`src/pfrm_consts.svh`:
```
// Constants of the power fault response manager: offsets, fields, timing.
`ifndef PFRM_CONSTS_SVH
`define PFRM_CONSTS_SVH
// ----------------------------------------------------------------------
// Register byte offsets.
// ----------------------------------------------------------------------
`define PFRM_OFF_CTRL  8'h00
`define PFRM_OFF_UVCFG 8'h04
`define PFRM_OFF_OVCFG 8'h08
`define PFRM_OFF_OCCFG 8'h0C
`define PFRM_OFF_VSET  8'h10
`define PFRM_OFF_STAT  8'h14
// ----------------------------------------------------------------------
// Field positions.
// ----------------------------------------------------------------------
`define PFRM_F_EN      0
`define PFRM_F_UVOVR   1
`define PFRM_F_MODE    0
`define PFRM_F_LIM     4
`define PFRM_F_DLY     8
`define PFRM_F_UVSET   16
`define PFRM_F_TGT     0
`define PFRM_F_PCT     16
// ----------------------------------------------------------------------
// Reset values.
// ----------------------------------------------------------------------
`define PFRM_RST_CTRL  32'h0000_0000
`define PFRM_RST_FCFG  32'h0000_0000
`define PFRM_RST_VSET  32'h000F_0400
`define PFRM_RST_DT    4'h4
// ----------------------------------------------------------------------
// Thresholds in 10 mV steps and limits.
// ----------------------------------------------------------------------
`define PFRM_UV_LO     11'h12C
`define PFRM_UV_OPEN   11'h1C2
`define PFRM_UV_HI     11'h438
`define PFRM_UV_MIN    11'h11D
`define PFRM_UV_MAX    11'h640
`define PFRM_PCT_DIV   20'h0_0064
`define PFRM_DT_MIN    4'h1
`define PFRM_DT_MAX    4'h8
// ----------------------------------------------------------------------
// Timing.
// ----------------------------------------------------------------------
`define PFRM_CLK_MHZ   40
`define PFRM_TON_US    5000
`define PFRM_RAMP_US   5000
`endif

```
`src/pfrm_pkg.sv`:
```
// Types of the power fault response manager.
package pfrm_pkg;
  // Main sequencer states, one-hot.
  typedef enum logic [6:0] {
    PFRM_OFF    = 7'b000_0001,
    PFRM_SAMPLE = 7'b000_0010,
    PFRM_DELAY  = 7'b000_0100,
    PFRM_RAMP   = 7'b000_1000,
    PFRM_RUN    = 7'b001_0000,
    PFRM_SHUT   = 7'b010_0000,
    PFRM_LATCH  = 7'b100_0000
  } pfrm_state_e;
  // Fault responses.
  typedef enum logic [2:0] {
    PFRM_R_IMM     = 3'h0,
    PFRM_R_IGNORE  = 3'h1,
    PFRM_R_DELAY   = 3'h2,
    PFRM_R_RETRYN  = 3'h3,
    PFRM_R_RETRYI  = 3'h4,
    PFRM_R_CROWBAR = 3'h5
  } pfrm_resp_e;
  // Per-fault configuration.
  typedef struct packed {
    pfrm_resp_e  mode;
    logic [3:0]  lim;
    logic [7:0]  dly;
  } pfrm_fcfg_s;
endpackage

```
`src/pfrm_top.sv`:
```
// Power fault response manager: sequencer, fault engine, gate drive, APB.
//
// Operation
// - High and low gates never on together.
// - Dead time tuned in loop to minimise duty.
// - Strap low/open/high gives 3/4.5/10.8 V.
// - Strap resistor picks tabulated 2.85-16 V threshold.
// - Serial setting overrides strap threshold.
// - Ignore mode keeps regulating through undervoltage.
// - Delayed mode runs, then shuts, stays off.
// - Immediate mode stops until clear, then restarts without limit.
// - Default undervoltage: shut, restart when clear.
// - Overvoltage above target plus 15% drops power good.
// - Crowbar: high off, low on until restart.
// - Default overvoltage: shut, restart when clear.
// - Sample output before any ramp.
// - Low pre-bias becomes starting target, then ramp.
// - Ramp time from delay end is fixed.
// - High pre-bias held, power good, then down.
// - Pre-bias above limit skips start, overvoltage fault.
// - Overcurrent retry unlimited or counted, with delay.
// - Overcurrent delayed off, ignore or immediate.
// - Default overcurrent: shut, restart when clear.
`timescale 1ns/10ps
`include "pfrm_consts.svh"
module pfrm_top
  import pfrm_pkg::*;
#(
  parameter int TON_CYC  = `PFRM_TON_US * `PFRM_CLK_MHZ,
  parameter int RAMP_CYC = `PFRM_RAMP_US * `PFRM_CLK_MHZ
) (
  input  wire logic        clk_sys,
  input  wire logic        resetn,
  input  wire logic [7:0]  paddr,
  input  wire logic        psel,
  input  wire logic        penable,
  input  wire logic        pwrite,
  input  wire logic [31:0] pwdata,
  output logic      [31:0] prdata,
  output logic             pready,
  output logic             pslverr,
  input  wire logic [1:0]  input_undervoltage_threshold_strap,
  input  wire logic [4:0]  strap_res_idx,
  input  wire logic        uv_fault_in,
  input  wire logic        oc_fault_in,
  input  wire logic [11:0] output_sense_input,
  input  wire logic        pwm_req,
  output logic             hs_gate,
  output logic             ls_gate,
  output logic             power_good_output,
  output logic      [11:0] ref_target,
  output logic      [10:0] uv_threshold
);
  // ----------------------------------------------------------------------
  // Helpers
  // ----------------------------------------------------------------------
  // Resistor strap index to threshold; indices past the table give 16 V.
  function automatic logic [10:0] res_thr(input logic [4:0] i);
    case (i)
      5'h00: res_thr = `PFRM_UV_MIN;
      5'h01: res_thr = 11'h13A;
      5'h02: res_thr = 11'h158;
      5'h03: res_thr = 11'h17B;
      5'h04: res_thr = 11'h1A2;
      5'h05: res_thr = 11'h1CB;
      5'h06: res_thr = 11'h1FA;
      5'h07: res_thr = 11'h22D;
      5'h08: res_thr = 11'h265;
      5'h09: res_thr = 11'h2A3;
      5'h0A: res_thr = 11'h2E6;
      5'h0B: res_thr = 11'h332;
      5'h0C: res_thr = 11'h383;
      5'h0D: res_thr = 11'h3DE;
      5'h0E: res_thr = 11'h442;
      5'h0F: res_thr = 11'h4B0;
      5'h10: res_thr = 11'h528;
      5'h11: res_thr = 11'h5AE;
      default: res_thr = `PFRM_UV_MAX;
    endcase
  endfunction

  // Unpack a fault configuration register.
  function automatic pfrm_fcfg_s cfg_of(input logic [31:0] r);
    cfg_of.mode = pfrm_resp_e'(r[`PFRM_F_MODE +: 3]);
    cfg_of.lim  = r[`PFRM_F_LIM +: 4];
    cfg_of.dly  = r[`PFRM_F_DLY +: 8];
  endfunction

  // A present fault trips now unless ignored or still inside its delay.
  function automatic logic trips(input logic f, input pfrm_fcfg_s c,
                                 input logic [7:0] d);
    trips = f && (c.mode != PFRM_R_IGNORE) &&
            ((c.mode != PFRM_R_DELAY) || (d >= c.dly));
  endfunction

  // ----------------------------------------------------------------------
  // Pin synchronisers
  // ----------------------------------------------------------------------
  logic [20:0] sync1_ff;
  logic [20:0] sync2_ff;
  // Strap, fault and sense pins pass two flops; only the second stage is read.
  always_ff @(posedge clk_sys or negedge resetn) begin
    if (!resetn) begin
      sync1_ff <= 21'h00_0000;
      sync2_ff <= 21'h00_0000;
    end else begin
      sync1_ff <= {input_undervoltage_threshold_strap, strap_res_idx,
                   uv_fault_in, oc_fault_in, output_sense_input};
      sync2_ff <= sync1_ff;
    end
  end
  wire logic [1:0]  s_lvl = sync2_ff[20:19];
  wire logic [4:0]  s_idx = sync2_ff[18:14];
  wire logic        uv_f  = sync2_ff[13];
  wire logic        oc_f  = sync2_ff[12];
  wire logic [11:0] vs    = sync2_ff[11:0];

  // ----------------------------------------------------------------------
  // Registers and APB slave
  // ----------------------------------------------------------------------
  logic [1:0]  ctrl_ff;
  logic [31:0] uvc_ff;
  logic [31:0] ovc_ff;
  logic [31:0] occ_ff;
  logic [31:0] vset_ff;
  logic [31:0] prdata_ff;
  logic [31:0] stat_w;
  // Address decode; writes land only in the access phase.
  wire logic a_ctrl = paddr == `PFRM_OFF_CTRL;
  wire logic a_uv   = paddr == `PFRM_OFF_UVCFG;
  wire logic a_ov   = paddr == `PFRM_OFF_OVCFG;
  wire logic a_oc   = paddr == `PFRM_OFF_OCCFG;
  wire logic a_vset = paddr == `PFRM_OFF_VSET;
  wire logic a_stat = paddr == `PFRM_OFF_STAT;
  wire logic a_hit  = a_ctrl | a_uv | a_ov | a_oc | a_vset | a_stat;
  wire logic wr     = psel & penable & pwrite & a_hit;
  wire logic [31:0] rd_mux =
    a_ctrl ? {30'h0000_0000, ctrl_ff} :
    a_uv   ? uvc_ff  : a_ov   ? ovc_ff  : a_oc ? occ_ff :
    a_vset ? vset_ff : a_stat ? stat_w  : 32'h0000_0000;
  assign pready  = 1'b1;
  assign pslverr = psel & penable & ~a_hit;
  assign prdata  = prdata_ff;

  // Read data is captured in the setup phase so it comes from a flop.
  always_ff @(posedge clk_sys or negedge resetn) begin
    if (!resetn) begin
      prdata_ff <= 32'h0000_0000;
    end else if (psel && !penable) begin
      prdata_ff <= rd_mux;
    end
  end

  // Configuration registers; each fault keeps its own field.
  always_ff @(posedge clk_sys or negedge resetn) begin
    if (!resetn) begin
      ctrl_ff <= 2'(`PFRM_RST_CTRL);
      uvc_ff  <= `PFRM_RST_FCFG;
      ovc_ff  <= `PFRM_RST_FCFG;
      occ_ff  <= `PFRM_RST_FCFG;
      vset_ff <= `PFRM_RST_VSET;
    end else if (wr) begin
      if (a_ctrl) ctrl_ff <= pwdata[1:0];
      if (a_uv)   uvc_ff  <= pwdata;
      if (a_ov)   ovc_ff  <= pwdata;
      if (a_oc)   occ_ff  <= pwdata;
      if (a_vset) vset_ff <= pwdata;
    end
  end
  wire pfrm_fcfg_s uv_c = cfg_of(uvc_ff);
  wire pfrm_fcfg_s ov_c = cfg_of(ovc_ff);
  wire pfrm_fcfg_s oc_c = cfg_of(occ_ff);
  wire logic       en   = ctrl_ff[`PFRM_F_EN];

  // ----------------------------------------------------------------------
  // Undervoltage threshold selection
  // ----------------------------------------------------------------------
  logic [10:0] uv_thr_ff;
  wire logic [10:0] uv_set = uvc_ff[`PFRM_F_UVSET +: 11];
  // Serial value is clamped into the legal window before use.
  wire logic [10:0] uv_ser =
    (uv_set < `PFRM_UV_MIN) ? `PFRM_UV_MIN :
    (uv_set > `PFRM_UV_MAX) ? `PFRM_UV_MAX : uv_set;
  wire logic [10:0] uv_pin =
    (s_lvl == 2'h0) ? `PFRM_UV_LO   :
    (s_lvl == 2'h1) ? `PFRM_UV_OPEN :
    (s_lvl == 2'h2) ? `PFRM_UV_HI   : res_thr(s_idx);
  always_ff @(posedge clk_sys or negedge resetn) begin
    if (!resetn) uv_thr_ff <= `PFRM_UV_OPEN;
    else uv_thr_ff <= ctrl_ff[`PFRM_F_UVOVR] ? uv_ser : uv_pin;
  end
  assign uv_threshold = uv_thr_ff;

  // ----------------------------------------------------------------------
  // Sequencer and fault engine
  // ----------------------------------------------------------------------
  pfrm_state_e st_ff;
  pfrm_state_e nxt_st;
  logic [23:0] cnt_ff;
  logic [7:0]  fdly_ff;
  logic [3:0]  retry_ff;
  logic [1:0]  cause_ff;
  logic        crow_ff;
  logic        pg_ff;
  logic [11:0] pre_ff;
  logic [11:0] ref_ff;
  wire logic [11:0] tgt  = vset_ff[`PFRM_F_TGT +: 12];
  wire logic [19:0] pprd = 20'(tgt) * 20'(vset_ff[`PFRM_F_PCT +: 8]);
  // Overvoltage limit is target plus the configured percentage.
  wire logic [13:0] ov_lim = 14'(tgt) + 14'(pprd / `PFRM_PCT_DIV);
  wire logic ov_f   = 14'(vs) > ov_lim;
  // Read live: pre_ff is only loaded at the end of SAMPLE, too late here.
  wire logic pre_hi = 14'(vs) > ov_lim;
  wire logic [11:0] ramp_v =
    12'((36'(tgt) * 36'(cnt_ff)) / 36'(RAMP_CYC));
  // Cause: 1 undervoltage, 2 overvoltage, 3 overcurrent.
  wire logic t_ov = trips(ov_f, ov_c, fdly_ff);
  wire logic t_oc = trips(oc_f, oc_c, fdly_ff);
  wire logic t_uv = trips(uv_f, uv_c, fdly_ff);
  wire logic [1:0] t_cause = t_ov ? 2'h2 : t_oc ? 2'h3 : 2'h1;
  wire pfrm_fcfg_s c_cfg = (cause_ff == 2'h2) ? ov_c :
                           (cause_ff == 2'h3) ? oc_c : uv_c;
  wire logic c_flt = (cause_ff == 2'h2) ? ov_f :
                     (cause_ff == 2'h3) ? oc_f : uv_f;
  wire logic retry_md = (c_cfg.mode == PFRM_R_RETRYN) ||
                        (c_cfg.mode == PFRM_R_RETRYI);
  wire logic [7:0] wait_dly = retry_md ? c_cfg.dly : 8'h00;
  wire logic dly_flt = (uv_f && uv_c.mode == PFRM_R_DELAY) ||
                       (oc_f && oc_c.mode == PFRM_R_DELAY) ||
                       (ov_f && ov_c.mode == PFRM_R_DELAY);
  wire logic uv_ok = !uv_f || (uv_c.mode == PFRM_R_IGNORE);
  wire logic run_st = (st_ff == PFRM_RAMP) || (st_ff == PFRM_RUN);

  // Next state; disable from software always wins.
  always_comb begin
    nxt_st = st_ff;
    case (st_ff)
      PFRM_OFF:    if (uv_ok) nxt_st = PFRM_SAMPLE;
      PFRM_SAMPLE: nxt_st = pre_hi ? PFRM_SHUT : PFRM_DELAY;
      PFRM_DELAY:  if (cnt_ff >= 24'(TON_CYC)) nxt_st = PFRM_RAMP;
      PFRM_RAMP, PFRM_RUN: begin
        if (t_ov || t_oc || t_uv) nxt_st = PFRM_SHUT;
        else if (st_ff == PFRM_RAMP && cnt_ff >= 24'(RAMP_CYC))
          nxt_st = PFRM_RUN;
      end
      PFRM_SHUT: begin
        if (c_cfg.mode == PFRM_R_DELAY) nxt_st = PFRM_LATCH;
        else if (!c_flt && cnt_ff >= 24'(wait_dly)) begin
          if (c_cfg.mode == PFRM_R_RETRYN && retry_ff >= c_cfg.lim)
            nxt_st = PFRM_LATCH;
          else nxt_st = PFRM_SAMPLE;
        end
      end
      PFRM_LATCH:  nxt_st = PFRM_LATCH;
      default:     nxt_st = PFRM_OFF;
    endcase
    if (!en) nxt_st = PFRM_OFF;
  end

  // State, shared cycle counter and fault delay counter.
  always_ff @(posedge clk_sys or negedge resetn) begin
    if (!resetn) begin
      st_ff   <= PFRM_OFF;
      cnt_ff  <= 24'h00_0000;
      fdly_ff <= 8'h00;
    end else begin
      st_ff   <= nxt_st;
      cnt_ff  <= (nxt_st != st_ff) ? 24'h00_0000 : cnt_ff + 24'h00_0001;
      fdly_ff <= (run_st && dly_flt) ?
                 ((fdly_ff == 8'hFF) ? fdly_ff : fdly_ff + 8'h01) : 8'h00;
    end
  end

  // Cause, crowbar hold and retry counting.
  always_ff @(posedge clk_sys or negedge resetn) begin
    if (!resetn) begin
      cause_ff <= 2'h0;
      crow_ff  <= 1'b0;
      retry_ff <= 4'h0;
    end else begin
      if (run_st && nxt_st == PFRM_SHUT) cause_ff <= t_cause;
      if (st_ff == PFRM_SAMPLE && pre_hi) cause_ff <= 2'h2;
      if (nxt_st == PFRM_SHUT && st_ff != PFRM_SHUT)
        crow_ff <= (run_st ? t_ov : 1'b1) &&
                   ov_c.mode == PFRM_R_CROWBAR;
      else if (nxt_st == PFRM_SAMPLE || nxt_st == PFRM_OFF)
        crow_ff <= 1'b0;
      if (nxt_st == PFRM_OFF || st_ff == PFRM_RUN)
        retry_ff <= 4'h0;
      else if (st_ff == PFRM_SHUT && nxt_st == PFRM_SAMPLE &&
               retry_ff != 4'hF)
        retry_ff <= retry_ff + 4'h1;
    end
  end

  // Pre-bias capture, reference ramp and power good.
  always_ff @(posedge clk_sys or negedge resetn) begin
    if (!resetn) begin
      pre_ff <= 12'h000;
      ref_ff <= 12'h000;
      pg_ff  <= 1'b0;
    end else begin
      if (st_ff == PFRM_SAMPLE) pre_ff <= vs;
      if (st_ff == PFRM_DELAY) ref_ff <= pre_ff;
      else if (st_ff == PFRM_RAMP)
        ref_ff <= (pre_ff < tgt && ramp_v > pre_ff) ? ramp_v : pre_ff;
      else if (st_ff == PFRM_RUN && ref_ff != tgt)
        ref_ff <= (ref_ff > tgt) ? ref_ff - 12'h001 : ref_ff + 12'h001;
      else if (!run_st) ref_ff <= 12'h000;
      pg_ff <= (nxt_st == PFRM_RUN) && !ov_f;
    end
  end
  assign ref_target        = ref_ff;
  assign power_good_output = pg_ff;

  // ----------------------------------------------------------------------
  // Gate drive with adaptive dead time
  // ----------------------------------------------------------------------
  logic       hs_ff;
  logic       ls_ff;
  logic [3:0] dtc_ff;
  logic [3:0] dt_ff;
  logic       dir_ff;
  logic       pwm_q_ff;
  logic [7:0] hon_ff;
  logic [7:0] hprev_ff;
  // Gates drop on the edge that leaves ramp or run, so a fault opens both.
  wire logic run_nxt = (nxt_st == PFRM_RAMP) || (nxt_st == PFRM_RUN);
  wire logic want_hs = run_st && run_nxt && pwm_req && !crow_ff;
  wire logic want_ls = (run_st && run_nxt && !pwm_req) || crow_ff;
  wire logic gap_ok  = dtc_ff >= dt_ff;
  wire logic period  = run_st && pwm_req && !pwm_q_ff;
  wire logic [3:0] dt_step = dir_ff ? dt_ff + 4'h1 : dt_ff - 4'h1;

  // A gate may rise only after the other has been off for dt cycles.
  always_ff @(posedge clk_sys or negedge resetn) begin
    if (!resetn) begin
      hs_ff  <= 1'b0;
      ls_ff  <= 1'b0;
      dtc_ff <= 4'h0;
    end else begin
      hs_ff  <= want_hs && (hs_ff || (!ls_ff && gap_ok));
      ls_ff  <= want_ls && (ls_ff || (!hs_ff && gap_ok));
      dtc_ff <= (hs_ff || ls_ff) ? 4'h0 :
                (dtc_ff == 4'hF) ? dtc_ff : dtc_ff + 4'h1;
    end
  end
  assign hs_gate = hs_ff;
  assign ls_gate = ls_ff;

  // Hill climb on measured high-side on time; no waveform sensing needed.
  always_ff @(posedge clk_sys or negedge resetn) begin
    if (!resetn) begin
      dt_ff    <= `PFRM_RST_DT;
      dir_ff   <= 1'b0;
      pwm_q_ff <= 1'b0;
      hon_ff   <= 8'h00;
      hprev_ff <= 8'h00;
    end else begin
      pwm_q_ff <= pwm_req;
      if (period) begin
        hprev_ff <= hon_ff;
        hon_ff   <= 8'h00;
        if (hon_ff > hprev_ff) dir_ff <= !dir_ff;
        if (dt_step >= `PFRM_DT_MIN && dt_step <= `PFRM_DT_MAX)
          dt_ff <= dt_step;
      end else if (hs_ff && hon_ff != 8'hFF) begin
        hon_ff <= hon_ff + 8'h01;
      end
    end
  end

  assign stat_w = {1'b0, uv_thr_ff, retry_ff, 2'h0, cause_ff,
                   2'h0, crow_ff, pg_ff, 1'b0, st_ff};
endmodule // pfrm_top

```
`config.mk`:
```
export PLATFORM = sky130hd
export DESIGN_NAME = pfrm_top
export DESIGN_NICKNAME = d
export VERILOG_FILES = /design/src/pfrm_pkg.sv /design/src/pfrm_top.sv
export VERILOG_INCLUDE_DIRS = /design/src
export SDC_FILE = /design/constraint.sdc
export NUM_CORES = 2
export LEC_CHECK = 0
export BUFFER_PORTS_ARGS = -buffer_cell sky130_fd_sc_hd__buf_2
export CORE_ASPECT_RATIO = 2
export CORE_MARGIN = 8
export CORE_UTILIZATION = 35
export DETAILED_ROUTE_END_ITERATION = 6
export SYNTH_ARGS = -nofsm -noshare
export SYNTH_HDL_FRONTEND = slang
export SYNTH_SLANG_ARGS = --single-unit
```
`constraint.sdc`:
```
create_clock -name clk_sys -period 66.7 [get_ports clk_sys]
set_clock_uncertainty 0.1 [all_clocks]
set_input_delay 0 -clock clk_sys [delete_from_list [all_inputs] [get_ports clk_sys]]
set_output_delay 0 -clock clk_sys [all_outputs]
set_load 0.01 [all_outputs]
```
Yosys cells after proc, flatten, opt, wreduce, memory -nomap -nowiden. Memories as Yosys holds them, arrays and structs flattened. Index checks and enable logic that the tools add are counted.

Add/subtract/negate cells: 10. $mul: 2. Divide/modulo/power cells: 2. Magnitude comparators: 16. Equality and inequality tests: 45. Multiplexer cells: 50. Bitwise logic cells: 10. Reductions and logical operators: 76.

Operator list (number): 32-bit 2-to-1 mux (5); 12-bit 2-to-1 mux (6); 11-bit 2-to-1 mux (6); 7-bit 2-to-1 mux (8); 7-bit one-hot mux with 6 select lines (1); 8-bit 2-to-1 mux (5); 36-bit by 18-bit divider with 36-bit output, second input constant (1); 12-bit by 24-bit multiplier with 36-bit output (1); 1-bit logical AND (35); 31-bit 2-to-1 mux (1); 15-bit 2-to-1 mux (2); 24-bit by 1-bit adder with 24-bit output, second input constant (1); 24-bit by 18-bit >= comparator with 1-bit output, second input constant (1); 24-bit by 8-bit >= comparator with 1-bit output (1); 8-bit >= comparator (3); 12-bit greater-than comparator (2); 24-bit 2-to-1 mux (1); 20-bit by 7-bit divider with 20-bit output, second input constant (1); 12-bit by 8-bit multiplier with 20-bit output (1); 4-bit 2-to-1 mux (5); 1-bit logical OR (17); 8-bit by 1-bit adder with 8-bit output, second input constant (2); 8-bit by 4-bit equality test with 1-bit output, second input constant (2); 8-bit by 5-bit equality test with 1-bit output, second input constant (2); other kinds (49) (101).

Flip-flop bits (word level): 314. ROM bits: 352. Input bits: 67. Memories kept: 1.

Memories: (no name shown) (depth 32, bits a word 11, rd ports 1, clocked after Yosys merged registers in 0, wr ports 0, line pfrm_top.sv:59) `case (i)`.

Longest topological paths before layout.
Depth after elaboration: 18. Mapped depth: 113.

Least setup slack after synthesis. Ideal clock, no wire load.

Path type: register -> register. From: register vset_ff[8]. To: register ref_ff[10] (netlist: ref_target[10]). Arrival: 24.257 ns. Data required time: 66.535 ns. Setup slack: 42.278 ns. Cell stages (with the launch flop): 99. Path buffers: 12. Period minus slack after synthesis: 24.422 ns. Path through: dfrtp_1 > clkbuf_1 > clkbuf_1 > nand2_1 > fa_1 > inv_1 > fa_1 > fa_1 > fa_1 > inv_1 > fa_1 > inv_1 > ha_1 > buf_6 > a21oi_1 > a21boi_2 > a211o_2 > a211o_1 > (+63 left out) > mux2_4 > o311ai_2 > a21oi_1 > a311o_2 > xnor2_1 > o311ai_1 > a221oi_2 > ha_1 > nor2b_1 > o21ai_0 > nand2b_1 > a21oi_1 > o221ai_1 > o2111ai_1 > or2_2 > dlygate4sd3_1 > o221ai_1 > o21a_1.

Longest elaborated chain between the ends: 7.

RTL lines: start, declared (line pfrm_top.sv:125) `logic [31:0] vset_ff;`; start signal, assigned (line pfrm_top.sv:161) `` vset_ff <= `PFRM_RST_VSET; ``; start signal, assigned (line pfrm_top.sv:167) `if (a_vset) vset_ff <= pwdata;`; 12-bit by 24-bit multiplier with 36-bit output (line pfrm_top.sv:215) `12'((36'(tgt) * 36'(cnt_ff)) / 36'(RAMP_CYC));`; 36-bit by 18-bit divider with 36-bit output (line pfrm_top.sv:215); 12-bit greater-than comparator (line pfrm_top.sv:306) `ref_ff <= (pre_ff < tgt && ramp_v > pre_ff) ? ramp_v : pre_ff;`; 1-bit logical AND (line pfrm_top.sv:306); 12-bit 2-to-1 mux (line pfrm_top.sv:306); 12-bit 2-to-1 mux (line pfrm_top.sv:305) `else if (st_ff == PFRM_RAMP)`; 12-bit 2-to-1 mux (line pfrm_top.sv:304) `if (st_ff == PFRM_DELAY) ref_ff <= pre_ff;`; end signal, assigned (line pfrm_top.sv:304); end signal, assigned (line pfrm_top.sv:306); end signal, assigned (line pfrm_top.sv:308) `ref_ff <= (ref_ff > tgt) ? ref_ff - 12'h001 : ref_ff + 12'h001;`; end, declared (line pfrm_top.sv:206) `logic [11:0] ref_ff;`.

Parallel ways exist; a longest one is shown, timed or not. A chain may end at the register's enable or synchronous reset.

Final worst setup path.
From: register vset_ff[7]. To: register ref_ff[8] (netlist: ref_target[8]).

The elaborated chain is that of the path after synthesis.

==> results summary <==
The die outline height is 503 um. The setup check on the worst reg-to-reg path leaves a slack of 36580 ps. The count of buffers added on input and output ports is 125.

The number of detailed-route iterations in the first pass came out at 5. Clock tree synthesis found a total of 314 sinks. The aggregate negative setup slack came out at 0 ps. The post-route DRC violation count came out at 0. The shortest period the worst path allows is 30120 ps.

The initial core utilization is 0.352. Dividing the detail-routed wire length by the instance count gives 20.4 um. The maximum count of clock buffers along a single path is 3. The count of maximum capacitance violations came out at 0. In this run the tightest slew margin relative to its limit is 0.247. The worst ir drop on vdd is 0.0214 mV. The region available for standard cell placement spans 118000 um^2. Setup repair after global routing left no endpoint under its margin. The maximum number of pins on one net before global-route repair came out at 160. The final layout contains routed wiring with a total length of 131 mm. The delay of the slowest cell on the worst path is 910 ps. The power density over cell area came out at 10.2 nW/um^2. The leakage power figure is 20.3 nW. During synthesis, Yosys emitted a total of 0 warnings.

The highest achievable clock rate came out at 33.2 MHz. The critical path launch point type is a flop. The final setup violation count is 0.

The number of nets with antenna violations after detailed routing came out at 0. The post-synthesis cell count came out at 4783. Grouping stages by cell kind, the critical path spends the most delay in compound AO/OA/AOI/OAI gates. By startpoint and endpoint, the worst setup path is classified as flop to flop. The die width came out at 259 um.

The largest individual stage delay along the critical path comes from the cell sky130_fd_sc_hd__mux2i_1. The measured slew at the worst slew-check pin is 1120 ps. The dominant synthesized flop cell is sky130_fd_sc_hd__dfrtp_1. The floorplan row count came out at 178. The violation count after the first detailed-route iteration came out at 1801. The clock insertion delay at the later pin of the skew report is 610 ps.

The register clock-pin slew on the reported worst setup and hold paths came out at 70 ps. The data arrival time of the critical path came out at 30500 ps. The register bit count reported by yosys is 314. Dividing the detail-routed via count by the number of cells gives 5.70. For this run the aggregate overflow at the end of global routing stands at 0. The max-slew violation count came out at 0. The most frequent standard cell in the layout excluding fill and tap cells is sky130_fd_sc_hd__nand2_1. The sum of internal, switching and leakage power is 0.456 mW. The via count of the first global-routing pass is 38300. The average cell area after synthesis came out at 8.66 um^2.

In this design, the critical path's most frequently occurring cell is sky130_fd_sc_hd__inv_1. The final RePlAce weighted congestion is 0.961. The number of hold-slack violations in the final timing report came out at 0.

The clock root buffer is sky130_fd_sc_hd__clkbuf_16. Across all layers, the routed design uses 36400 vias. The detailed-placement wirelength estimate came out at 102 mm.

The total number of nets in the final design came out at 5436. The proportion of layout cells with a drive suffix above 1 is 0.140. The buffer count from post-CTS setup fixing came out at 0. The first global-routing pass estimated 206 mm of wire. The share of the cycle needed by the critical path after routing came out at 0.452.

The required time at the endpoint of the critical path is 67090 ps. STA classifies the critical path endpoint as a flop. The maximum level of the CTS H-tree is 1.

The number of enable-type register cells in the synthesized netlist came out at 0. Pin placement for this block handled 127 I/O pins. In this run, distinct cell masters in the synthesized netlist total 174. The maximum fanout encountered on the critical timing path came out at 34. The placed cell area came out at 43000 um^2.

In the layout the commonest cells are sky130_fd_sc_hd__nand2_1, sky130_fd_sc_hd__inv_1, sky130_fd_sc_hd__nor2_1. The area of the mapped netlist is 41400 um^2. The register area share after synthesis is 0.190.

Compared with the post-synthesis result, the final layout area differs by 8.23%. The number of nets handed over by synthesis was 5378. The run finished with clean final reports. Across every metal layer, demand over resource in global routing totals 0.195. The path class of the lowest-slack min-delay path is input port to flop. The die footprint came out at 130000 um^2. The finished cells cover 44800 um^2. TritonCTS built the clock tree. The share of synthesized flip-flops with an asynchronous set or reset came out at 1.00. The initial antenna violation count was 0.

The clock buffer count from CTS is 29. The buffer and inverter count on the worst path is 9.
area by class of cell:
class | count | area [um^2]
Fill cell | 12000 | 72800
Multi-Input combinational cell | 3808 | 30600
Sequential cell | 314 | 7870
Tap cell | 1530 | 1910
Timing Repair Buffer | 262 | 1910
Inverter | 426 | 1600
Clock buffer | 36 | 772
Clock inverter | 16 | 211
Antenna cell | 1 | 2.50
cells in the mapped netlist, types with 30 or more instances:
library cell | count | area, um^2
sky130_fd_sc_hd__o31ai_1 | 32 | 240
sky130_fd_sc_hd__o21a_1 | 32 | 240
sky130_fd_sc_hd__ha_1 | 245 | 3070
sky130_fd_sc_hd__a21oi_1 | 246 | 1230
sky130_fd_sc_hd__nand3_1 | 107 | 536
sky130_fd_sc_hd__o21ai_0 | 254 | 1270
sky130_fd_sc_hd__o32ai_1 | 32 | 280
sky130_fd_sc_hd__a211oi_1 | 36 | 270
sky130_fd_sc_hd__nor2b_1 | 30 | 188
sky130_fd_sc_hd__nand4_1 | 46 | 288
sky130_fd_sc_hd__nand2_1 | 547 | 2050
sky130_fd_sc_hd__nor2_1 | 338 | 1270
sky130_fd_sc_hd__xor2_1 | 73 | 639
sky130_fd_sc_hd__clkbuf_1 | 138 | 518
sky130_fd_sc_hd__nor3_1 | 79 | 395
sky130_fd_sc_hd__mux2i_1 | 85 | 851
sky130_fd_sc_hd__inv_1 | 415 | 1560
sky130_fd_sc_hd__mux2_2 | 163 | 1840
sky130_fd_sc_hd__xnor2_1 | 186 | 1630
sky130_fd_sc_hd__fa_1 | 283 | 5670
sky130_fd_sc_hd__a21o_1 | 46 | 345
sky130_fd_sc_hd__nand2b_1 | 32 | 200
sky130_fd_sc_hd__and2_1 | 154 | 963
sky130_fd_sc_hd__o211ai_1 | 45 | 338
sky130_fd_sc_hd__dfrtp_1 | 303 | 7580
sky130_fd_sc_hd__a31oi_1 | 42 | 263
routing by layer:
metal,global-route usage,wire length (um)
met1,0.182,44400
met2,0.391,72200
met3,0.0190,4380
met4,0.129,9560
met5,0,0
final timing paths:
path	start	endpoint	cells past startpoint
setup / recovery	vset_ff[7]$_DFFE_PN0P_	ref_target[8]$_DFFE_PN0P_	91
hold / removal	paddr[5]	prdata[3]$_DFFE_PN0P_	6
setup reg to reg	vset_ff[7]$_DFFE_PN0P_	ref_target[8]$_DFFE_PN0P_	91
hold reg to reg	sync1_ff[17]$_DFF_PN0_	sync2_ff[17]$_DFF_PN0_	0
max in group asynchronous	resetn	sync2_ff[14]$_DFF_PN0_	4
min in group asynchronous	resetn	dt_ff[2]$_DFFE_PN1P_	3
what timing repair did:
item | in CTS | in global routing
hold endpoints to repair | 268 | 0
hold buffers | 85 | 0
gates resized for setup | 0 | 0
registers in the layout (all words and copies together) (netlist names), 2 cells and up:
name,count
cause_ff,2
cnt_ff,24
ctrl_ff,2
dt_ff,4
dtc_ff,4
fdly_ff,8
hon_ff,8
hprev_ff,8
occ_ff,32
ovc_ff,32
prdata,32
pre_ff,12
ref_target,12
retry_ff,4
st_ff,7
sync1_ff,21
sync2_ff,21
uv_threshold,11
uvc_ff,32
vset_ff,32
metrics by stage:
stage               cells  hold slack, ps  utilization  setup slack (ps)
detailed placement   6255            6.16        0.366             36960
floorplan            4783            -396            -             42280
CTS                  6392            18.9        0.381             36950
finish               6393            55.0        0.381             36580
global route         6392             102        0.381             34820
global placement     6255           0.469        0.366             37550
where the power goes:
group | internal (mW) | switching (mW) | leakage, nW
Combinational | 0.0245 | 0.0393 | 15.7
Clock | 0.0987 | 0.0836 | 0.470
Sequential | 0.196 | 0.0137 | 4.16
Total | 0.319 | 0.137 | 20.3
worst min-delay path, stage by stage:
cell	delay [ps]
sky130_fd_sc_hd__buf_2	70
sky130_fd_sc_hd__or4_1	110
sky130_fd_sc_hd__or4b_2	280
sky130_fd_sc_hd__o32ai_1	110
sky130_fd_sc_hd__o21ai_0	60
sky130_fd_sc_hd__o21ai_0	70
cells by family after synthesis:
| kind of cell | Yosys count | synth area share |
|---|---|---|
| AO/OA/AOI/OAI | 1152 | 0.202 |
| XOR/XNOR | 277 | 0.0626 |
| adder cells (fa/ha/maj) | 551 | 0.216 |
| buffers and inverters | 661 | 0.0727 |
| flip-flops | 314 | 0.190 |
| multiplexers | 267 | 0.0720 |
| other | 1 | 0.0000905 |
| AND/OR/NAND/NOR | 1560 | 0.184 |
Power figures use the tool's default switching activity.
